**src/design/fbas_defs.svh**
```systemverilog
`ifndef FBAS_DEFS_SVH
`define FBAS_DEFS_SVH
// address limits
`define FBAS_ADDR_MIN       7'h01
`define FBAS_ADDR_MAX       7'h7e
`define FBAS_ADDR_PARAM_HI  7'h7f
`define FBAS_ADDR_ZERO      7'h00
`define FBAS_SWITCH_LIMIT   8'h7f
// stored address initial value, not reloaded by reset (arbitrary default, factory parameter)
`define FBAS_STORED_RST     7'h7e
// switch factory setting
`define FBAS_SWITCH_FACTORY 8'h00
// block offset fields
`define FBAS_OBJ_MSB        15
`define FBAS_OBJ_LSB        10
`define FBAS_SUB_MSB        9
`define FBAS_SUB_LSB        0
// process data
`define FBAS_PD_WORDS       16
`define FBAS_PD_IDXW        4
// identification array
`define FBAS_IDENT_ENTRIES  7
`define FBAS_IDENT_IDXW     3
// arbitrary identification word value
`define FBAS_IDENT_SEED     16'h1000
`endif

```
**src/design/fbas_pkg.sv**
```systemverilog
`default_nettype none
package fbas_pkg;
  // kind of panel access
  typedef enum logic [1:0] {
    FBAS_ACC_VALUE = 2'h0,
    FBAS_ACC_ARRAY = 2'h1,
    FBAS_ACC_DESC  = 2'h2,
    FBAS_ACC_TEXT  = 2'h3
  } fbas_acc_type;
  // decoded parameter address
  typedef struct packed {
    logic [15:0] paramNum;
    logic [5:0]  objNum;
    logic [9:0]  subIdx;
  } fbas_param_type;
  // access answer
  typedef enum logic [1:0] {
    FBAS_ANS_NONE = 2'h0,
    FBAS_ANS_OK   = 2'h1,
    FBAS_ANS_REJ  = 2'h3
  } fbas_ans_type;
endpackage
`default_nettype wire

```
**src/design/fbas_if.sv**
```systemverilog
`timescale 1ns/10ps
`default_nettype none
// link between the fieldbus slave and the master / panel
interface fbas_if;
  import fbas_pkg::*;
  logic         paramWrStb;    // write stored address
  logic [6:0]   paramWrData;
  logic         accStb;        // panel access strobe
  logic [15:0]  blockNumber;   // block_number_area
  logic [15:0]  blockOffset;   // block_offset_word
  fbas_acc_type accKind;
  logic [2:0]   elemCount;
  logic         accAck;        // answer pulse
  fbas_ans_type accAns;
  fbas_param_type accParam;
  logic [6:0]   stationAddr;
  logic [6:0]   storedReadback;
  logic [7:0]   switchReadback;
  logic         identStb;
  logic [2:0]   identIdx;
  logic         identAck;
  logic [15:0]  identData;
  logic         pdStb;
  logic [3:0]   pdIdx;
  logic         pdAck;
  logic [15:0]  pdData;
  modport device (input paramWrStb, paramWrData, accStb, blockNumber, blockOffset, accKind,
                  elemCount, identStb, identIdx, pdStb, pdIdx,
                  output accAck, accAns, accParam, stationAddr, storedReadback,
                  switchReadback, identAck, identData, pdAck, pdData);
  modport master (output paramWrStb, paramWrData, accStb, blockNumber, blockOffset, accKind,
                  elemCount, identStb, identIdx, pdStb, pdIdx,
                  input accAck, accAns, accParam, stationAddr, storedReadback,
                  switchReadback, identAck, identData, pdAck, pdData);
endinterface
`default_nettype wire

```
**src/design/fbas_device.sv**
```systemverilog
// Function
// - upper switch sixteens, lower switch units
// - raw value above 127 reads as zero
// - switch 0 or 127 selects stored parameter
// - stored address accepts only 1 to 126
// - switch 1..126 used, parameter reports it
// - switch setting readable separately
// - address change effective after power-on only
// - switches default zero, parameter used
// - valid addresses 1 to 126
// - each station address unique per line
// - block number is parameter number
// - offset splits object and sub-index
// - single values only, arrays rejected
// - master may configure longer telegram
// - unsupplied process words read zero
// - seven-entry identification array readable
`timescale 1ns/10ps
`default_nettype none
`include "fbas_defs.svh"
module fbas_device
(
  input  wire logic        clk_sys,       // 250 MHz system clock
  input  wire logic        rst_n,         // power-on reset
  input  wire logic [3:0]  switchHigh,    // sixteens rotary switch
  input  wire logic [3:0]  switchLow,     // units rotary switch
  input  wire logic [3:0]  pdSupplied,    // words the drive object supplies
  input  wire logic [15:0] pdSource [16], // drive object process words
  fbas_if.device           bus            // link to the master
);
  import fbas_pkg::*;

  // ==========================================================
  // switch decode
  // the switches are slow levels taken as synchronous to clk_sys; turning
  // them while running changes the readbacks and whether parameter writes are taken, never the address
  // the readback shows the raw setting, even one that is read as zero
  // a raw setting above the limit is folded to zero before the mode test
  logic [7:0]  rawSwitch;       // combined switch value
  logic [7:0]  effSwitch;       // value after range check
  logic        useStored;       // parameter mode
  assign rawSwitch = {switchHigh, switchLow};
  // values over 127 behave as zero
  assign effSwitch = (rawSwitch > `FBAS_SWITCH_LIMIT) ? `FBAS_SWITCH_FACTORY
                                                       : rawSwitch;
  // zero, incl. factory setting, and 127 fall back to the parameter
  assign useStored = (effSwitch[6:0] == `FBAS_ADDR_ZERO) ||
                     (effSwitch[6:0] == `FBAS_ADDR_PARAM_HI);

  // ==========================================================
  // stored address parameter
  // this register stands for a non-volatile store: rst_n does not clear it,
  // so an address written now is still there at the next power-on, which is
  // the only moment at which it can become the running address
  // the declaration value is the content of the store as it leaves the factory
  logic [6:0]  stored_q = `FBAS_STORED_RST; // stored address
  // only legal addresses are taken, and only in parameter mode;
  // writes are ignored while power-on reset is held low
  // the parameter is changed only by a legal write, never by the switches
  always_ff @(posedge clk_sys)
  begin
    if (rst_n && bus.paramWrStb && useStored &&
        bus.paramWrData >= `FBAS_ADDR_MIN &&
        bus.paramWrData <= `FBAS_ADDR_MAX)
      stored_q <= bus.paramWrData;
  end

  // ==========================================================
  // power-on address capture
  // one capture per reset keeps the bus address steady for the whole run;
  // a master that wants a new address has to power the unit up again
  logic        captured_q;      // set after first clock after release
  logic [6:0]  station_q;       // running station address
  // reset loads a constant; the real value is taken on the first edge.
  // later switch or parameter changes stay dormant until next reset
  always_ff @(posedge clk_sys or negedge rst_n)
  begin
    if (!rst_n)
    begin
      captured_q <= 1'b0;
      station_q  <= `FBAS_ADDR_ZERO;
    end
    else if (!captured_q)
    begin
      captured_q <= 1'b1;
      station_q  <= useStored ? stored_q : effSwitch[6:0];
    end
  end
  assign bus.stationAddr = station_q;

  // ==========================================================
  // readbacks
  logic [6:0]  storedRd_q;      // parameter read value
  logic [7:0]  switchRd_q;      // switch status value
  // in switch mode the parameter reports the active address
  // both readbacks lag their source by one clock, so they are settled
  // from the second edge after reset release
  // the mode is taken from the live switches, not from the captured mode
  always_ff @(posedge clk_sys or negedge rst_n)
  begin
    if (!rst_n)
    begin
      storedRd_q <= `FBAS_ADDR_ZERO;
      switchRd_q <= `FBAS_SWITCH_FACTORY;
    end
    else
    begin
      storedRd_q <= useStored ? stored_q : station_q;
      switchRd_q <= rawSwitch;
    end
  end
  assign bus.storedReadback = storedRd_q;
  assign bus.switchReadback = switchRd_q;

  // ==========================================================
  // panel parameter access
  logic           accAck_q;     // one-cycle answer
  fbas_ans_type   accAns_q;
  fbas_param_type accParam_q;
  // block 0 is not a parameter; only one element of a value allowed
  // the decode is pure wiring of the block number and offset fields, so
  // accepted and refused accesses cost the same single cycle; the fields
  // are kept even when the access is refused
  always_ff @(posedge clk_sys or negedge rst_n)
  begin
    if (!rst_n)
    begin
      accAck_q   <= 1'b0;
      accAns_q   <= FBAS_ANS_NONE;
      accParam_q <= '0;
    end
    else
    begin
      accAck_q <= bus.accStb;
      if (bus.accStb)
      begin
        accParam_q.paramNum <= bus.blockNumber;
        accParam_q.objNum   <= bus.blockOffset[`FBAS_OBJ_MSB:`FBAS_OBJ_LSB];
        accParam_q.subIdx   <= bus.blockOffset[`FBAS_SUB_MSB:`FBAS_SUB_LSB];
        if (bus.accKind == FBAS_ACC_VALUE && bus.elemCount == 3'h1 &&
            bus.blockNumber != 16'h0000)
          accAns_q <= FBAS_ANS_OK;
        else
          accAns_q <= FBAS_ANS_REJ;
      end
    end
  end
  assign bus.accAck   = accAck_q;
  assign bus.accAns   = accAns_q;
  assign bus.accParam = accParam_q;

  // ==========================================================
  // identification array
  logic [15:0] identMem [`FBAS_IDENT_ENTRIES]; // fixed identification words
  logic        identAck_q;
  logic [15:0] identData_q;
  genvar gi;
  generate
    for (gi = 0; gi < `FBAS_IDENT_ENTRIES; gi++)
    begin : g_ident
      assign identMem[gi] = `FBAS_IDENT_SEED + 16'(gi);
    end
  endgenerate
  // out-of-range index reads zero
  // the seven words are fixed wiring, so they need no reset value;
  // index seven lies beyond the array and would otherwise read unknown
  always_ff @(posedge clk_sys or negedge rst_n)
  begin
    if (!rst_n)
    begin
      identAck_q  <= 1'b0;
      identData_q <= 16'h0000;
    end
    else
    begin
      identAck_q <= bus.identStb;
      if (bus.identStb)
        identData_q <= (bus.identIdx < 3'(`FBAS_IDENT_ENTRIES)) ?
                       identMem[bus.identIdx] : 16'h0000;
    end
  end
  assign bus.identAck  = identAck_q;
  assign bus.identData = identData_q;

  // ==========================================================
  // process data words
  logic        pdAck_q;
  logic [15:0] pdData_q;
  // any index the master configures is answered; beyond supply it is zero
  // the master may set up a longer telegram than the drive object fills;
  // zero rather than stale data keeps the unused words harmless
  // pdSupplied is a count, so at most fifteen words can be supplied
  always_ff @(posedge clk_sys or negedge rst_n)
  begin
    if (!rst_n)
    begin
      pdAck_q  <= 1'b0;
      pdData_q <= 16'h0000;
    end
    else
    begin
      pdAck_q <= bus.pdStb;
      if (bus.pdStb)
        pdData_q <= (bus.pdIdx < pdSupplied) ? pdSource[bus.pdIdx] : 16'h0000;
    end
  end
  assign bus.pdAck  = pdAck_q;
  assign bus.pdData = pdData_q;
endmodule // fbas_device
`default_nettype wire

```
**src/flat_wrapper.sv**
```systemverilog
// flat-port wrapper written by rule: the top's interface ports become plain ports
module fbas_device_flat import fbas_pkg::*;
  (clk_sys, rst_n, switchHigh, switchLow, pdSupplied, pdSource, bus_paramWrStb, bus_paramWrData, bus_accStb, bus_blockNumber, bus_blockOffset, bus_accKind, bus_elemCount, bus_identStb, bus_identIdx, bus_pdStb, bus_pdIdx, bus_accAck, bus_accAns, bus_accParam, bus_stationAddr, bus_storedReadback, bus_switchReadback, bus_identAck, bus_identData, bus_pdAck, bus_pdData);
  fbas_if bus_i ();
  input  wire logic clk_sys;
  input  wire logic rst_n;
  input  wire logic [3:0] switchHigh;
  input  wire logic [3:0] switchLow;
  input  wire logic [3:0] pdSupplied;
  input  wire logic [15:0] pdSource[16];
  input wire logic [$bits(bus_i.paramWrStb)-1:0] bus_paramWrStb;
  input wire logic [$bits(bus_i.paramWrData)-1:0] bus_paramWrData;
  input wire logic [$bits(bus_i.accStb)-1:0] bus_accStb;
  input wire logic [$bits(bus_i.blockNumber)-1:0] bus_blockNumber;
  input wire logic [$bits(bus_i.blockOffset)-1:0] bus_blockOffset;
  input wire logic [$bits(bus_i.accKind)-1:0] bus_accKind;
  input wire logic [$bits(bus_i.elemCount)-1:0] bus_elemCount;
  input wire logic [$bits(bus_i.identStb)-1:0] bus_identStb;
  input wire logic [$bits(bus_i.identIdx)-1:0] bus_identIdx;
  input wire logic [$bits(bus_i.pdStb)-1:0] bus_pdStb;
  input wire logic [$bits(bus_i.pdIdx)-1:0] bus_pdIdx;
  output wire logic [$bits(bus_i.accAck)-1:0] bus_accAck;
  output wire logic [$bits(bus_i.accAns)-1:0] bus_accAns;
  output wire logic [$bits(bus_i.accParam)-1:0] bus_accParam;
  output wire logic [$bits(bus_i.stationAddr)-1:0] bus_stationAddr;
  output wire logic [$bits(bus_i.storedReadback)-1:0] bus_storedReadback;
  output wire logic [$bits(bus_i.switchReadback)-1:0] bus_switchReadback;
  output wire logic [$bits(bus_i.identAck)-1:0] bus_identAck;
  output wire logic [$bits(bus_i.identData)-1:0] bus_identData;
  output wire logic [$bits(bus_i.pdAck)-1:0] bus_pdAck;
  output wire logic [$bits(bus_i.pdData)-1:0] bus_pdData;
  assign bus_i.paramWrStb = bus_paramWrStb;
  assign bus_i.paramWrData = bus_paramWrData;
  assign bus_i.accStb = bus_accStb;
  assign bus_i.blockNumber = bus_blockNumber;
  assign bus_i.blockOffset = bus_blockOffset;
  assign bus_i.accKind = bus_accKind;
  assign bus_i.elemCount = bus_elemCount;
  assign bus_i.identStb = bus_identStb;
  assign bus_i.identIdx = bus_identIdx;
  assign bus_i.pdStb = bus_pdStb;
  assign bus_i.pdIdx = bus_pdIdx;
  assign bus_accAck = bus_i.accAck;
  assign bus_accAns = bus_i.accAns;
  assign bus_accParam = bus_i.accParam;
  assign bus_stationAddr = bus_i.stationAddr;
  assign bus_storedReadback = bus_i.storedReadback;
  assign bus_switchReadback = bus_i.switchReadback;
  assign bus_identAck = bus_i.identAck;
  assign bus_identData = bus_i.identData;
  assign bus_pdAck = bus_i.pdAck;
  assign bus_pdData = bus_i.pdData;
  fbas_device u_core (.clk_sys(clk_sys), .rst_n(rst_n), .switchHigh(switchHigh), .switchLow(switchLow), .pdSupplied(pdSupplied), .pdSource(pdSource), .bus(bus_i));
endmodule
```
**config.mk**
```make
export PLATFORM = sky130hd
export DESIGN_NAME = fbas_device_flat
export DESIGN_NICKNAME = d
export VERILOG_FILES = /design/src/design/fbas_pkg.sv /design/src/design/fbas_if.sv /design/src/design/fbas_device.sv /design/src/flat_wrapper.sv
export VERILOG_INCLUDE_DIRS = /design/src /design/src/design
export SDC_FILE = /design/constraint.sdc
export NUM_CORES = 1
export LEC_CHECK = 0
export BUFFER_PORTS_ARGS = -buffer_cell sky130_fd_sc_hd__buf_2
export CAP_MARGIN = 15
export CORE_AREA = 4 4 158 160
export CTS_CLUSTER_DIAMETER = 30
export CTS_CLUSTER_SIZE = 8
export DETAILED_ROUTE_END_ITERATION = 10
export DIE_AREA = 0 0 162 164
export MAX_ROUTING_LAYER = met4
export PLACE_DENSITY_LB_ADDON = 0.12
export SYNTH_ARGS = -nofsm -noshare
export SYNTH_HDL_FRONTEND = slang
export SYNTH_SLANG_ARGS = --single-unit
```
**constraint.sdc**
```tcl
create_clock -name clk_sys -period 1.35 [get_ports clk_sys]
set_input_delay 0.27 -clock clk_sys [delete_from_list [all_inputs] [get_ports clk_sys]]
set_output_delay 0.27 -clock clk_sys [all_outputs]
set_load 0.02 [all_outputs]
```
==> reports/summary.txt <==
Final Setup Violations -> 0
Synth async-reset ratio -> 92.0%
outcome -> complete, no violations
Post-DRT Antenna Nets -> 0
core area -> 0.0234 mm2
detailed placement HPWL -> 21.1 mm
Ports -> 416
Synth top cells by count -> mux2i_1 (120), dfrtp_1 (80), nor2_1 (47)
Worst Hold Class -> in2reg
Yosys cell types -> 38
total die area -> 0.0266 mm2
clock network fraction of total power -> 32.4%
layout cells sized above 1 -> 60.7%
Post-Layout Cell Count -> 1357
Syn. warnings -> 0
Max VDD drop -> 0.658 mV
Synth top area share -> 36.0%
GPL Wtd Cong -> 0.804
Max Slew Vio Count -> 0
WL/cell -> 19.8 um
Initial DRC Count -> 259
initial antenna violation count -> 1
sequential fraction of design power -> 34.4%
Pint -> 0.00599 W
placed cell areas -> 0.00863 mm2
combinational power share -> 33.3%
first-pass GRT wire length -> 37.3 mm
P_sw -> 0.00283 W
final period utilization -> 99.6%
TritonCTS clock tree -> built
max frequency -> 744 MHz
P&R area growth vs syn -> 72.4%
CTS max path bufs -> 2
Vias -> 6128
worst setup margin -> 0.00602 ns
gate count of the mapped netlist -> 554
pre-CTS setup slack -> -0.727 ns
Via density -> 4.52
Final Skew -> 0.00415 ns
Clk Latency, worst-skew pair -> 0.34 ns
crit path kind -> in2reg
H-tree depth -> 3
CTS buffer count -> 9
Residual DRC -> 0
largest net degree at the start of global routing -> 81
Max Cap Violations -> 0
Post-Place Cells -> 1320
hold_ws -> 0.0552 ns
Synth Flop Type -> dfrtp_1
aggregate global-route resource usage -> 18.8%
Clock Sinks -> 87
RSZ-0062 raised after global routing -> true
switching share of power -> 32.1%
IO Port Bufs -> 403
vias in the first global route -> 6448
gr ovfl total -> 0
Max Fanout on Critical Path -> 7
Mapped Area -> 0.00557 mm2
final core occ -> 41.0%
PD cells -> 918 mW/mm2
Initial Util -> 23.8%
Post-synth EDFFs -> 7
Worst-path clk slew -> 0.07 ns
Synth Register Bits -> 87
filler cell count in the final layout -> 2444
Tmin final -> 1.34 ns
top-count cell post-synth -> mux2i_1
final hold viol count -> 0
DRT Wirelength -> 26.9 mm
final instance area -> 0.00960 mm2
Die X -> 162 um
nets -> 1360
Worst setup SP type -> input port
leakage -> 4.91 nW
Reg area -> 0.00221 mm2
Syn Area/Cell -> 10.1 um2
chip height -> 164 um
Yosys top cell by area -> dfrtp_1
1st-pass router iterations -> 4
register area share after synthesis -> 39.7%
row count -> 56
root buffer cell -> clkbuf_16
Critical Path RT -> 1.56 ns
Crit path arrival time -> 1.55 ns
Multi-input gate area -> 0.00342 mm2
Worst Setup End Kind -> flip-flop
ranking of synthesized cells by area -> dfrtp_1 (36%), mux2i_1 (22%), mux2_2 (7.1%), edfxtp_1 (3.8%), o22ai_1 (3.4%)
-- repair_timing --
item / in CTS / in global routing
pin swaps: 11 / 17
endpoints found under the hold margin: 42 / 0
setup buffers: 1 / 11
setup endpoints to repair: 16 / 16
resized for setup: 20 / 40
hold buffers: 1 / 0
gates cloned: 2 / 6
-- metrics by stage --
step                total power (W)  setup TNS [ns]
floorplan                   0.00443           -2.89
global placement            0.00579          -11.94
detailed placement          0.00579          -12.36
CTS                         0.00883          -0.250
global route                0.00934         -0.0797
finish                      0.00881               0
-- kinds of logic (layout without fill, tap and decap cells) --
group	Yosys count	after routing	share of synthesized area, %
fa+ha+maj	3	3	0.674
simple gates	119	120	10.5
buf+inv	90	561	7.71
other cells	2	14	0.135
mux	157	157	29.5
flops	87	87	39.7
compound gates	96	96	11.8
-- area by class of cell --
cell class | instances | share of cell area, %
clock inverter | 6 | 1.02
antenna | 1 | 0.0261
inverter | 37 | 1.45
sequential | 87 | 23.0
tap | 319 | 4.16
timing repair buffer | 508 | 32.2
multi-input combinational | 389 | 35.6
clock buffer | 10 | 2.49
-- registers in the layout, indices dropped and copies added (netlist names) --
name                       count
u_core.bus.pdData             16
u_core.bus.identAck            1
u_core.bus.accAck              1
u_core.bus.identData           4
u_core.bus.switchReadback      8
u_core.stored_q                7
u_core.bus.pdAck               1
u_core.bus.storedReadback      7
u_core.bus.accParam           32
u_core.bus.accAns              2
u_core.captured_q              1
u_core.bus.stationAddr         7
-- critical path, cell delays in order --
cell and delay, ns:
buf_16 0.13, buf_12 0.14, buf_4 0.13, mux2i_1 0.17
buf_4 0.15, nor2_1 0.05, nor4_2 0.26, buf_4 0.17
o32ai_2 0.08
-- power by group through the flow --
stage | Sequential (W) | Clock (W) | Combinational (W)
after global routing | 0.00307 | 0.00310 | 0.00317
final | 0.00303 | 0.00285 | 0.00293
after floorplan | 0.00339 | 0 | 0.00104
after CTS | 0.00303 | 0.00299 | 0.00281
after global placement | 0.00308 | 0 | 0.00271
after detailed placement | 0.00308 | 0 | 0.00272
-- routing by layer --
| layer | GRT usage, % | vias to the layer above | part of all wire, % |
|---|---|---|---|
| li1 | - | 2977 | - |
| met1 | 21.3 | 2867 | 39 |
| met2 | 33.6 | 258 | 52 |
| met3 | 4.37 | 26 | 7.2 |
| met4 | 5.00 | 0 | 2.1 |
| met5 | - | - | 0 |
-- worst paths after layout --
path / startpoint / endpoint / slack [ns] / cells after the start
min: switchHigh[0] / u_core.bus.switchReadback[4] / 0.06 / 1
max in group asynchronous: rst_n / u_core.bus.pdAck / 0.46 / 3
max: bus_pdIdx[0] / u_core.bus.pdData[4] / 0.006 / 9
min reg2reg: u_core.bus.accAns[0] / u_core.bus.accAns[0] / 0.46 / 1
max reg2reg: u_core.captured_q / u_core.bus.stationAddr[0] / 0.16 / 2
min in group asynchronous: rst_n / u_core.bus.storedReadback[6] / 0.48 / 3
-- cell usage in the layout, fill, tap and decap left out, drive strengths merged, types with 2 or more instances in the layout --
cell / n
or2: 4
o221a: 2
dfrtp: 80
mux2: 35
a21oi: 2
nor3: 16
nand2: 14
o21ai: 32
nand2b: 5
edfxtp: 7
conb: 13
mux4: 2
o32ai: 15
nor4: 23
o221ai: 9
bufinv: 2
buf: 499
nor2: 49
clkbuf: 17
nand3: 4
inv: 40
o22ai: 30
nand4: 3
mux2i: 120
ha: 3
(Power assumes the default switching activity.)
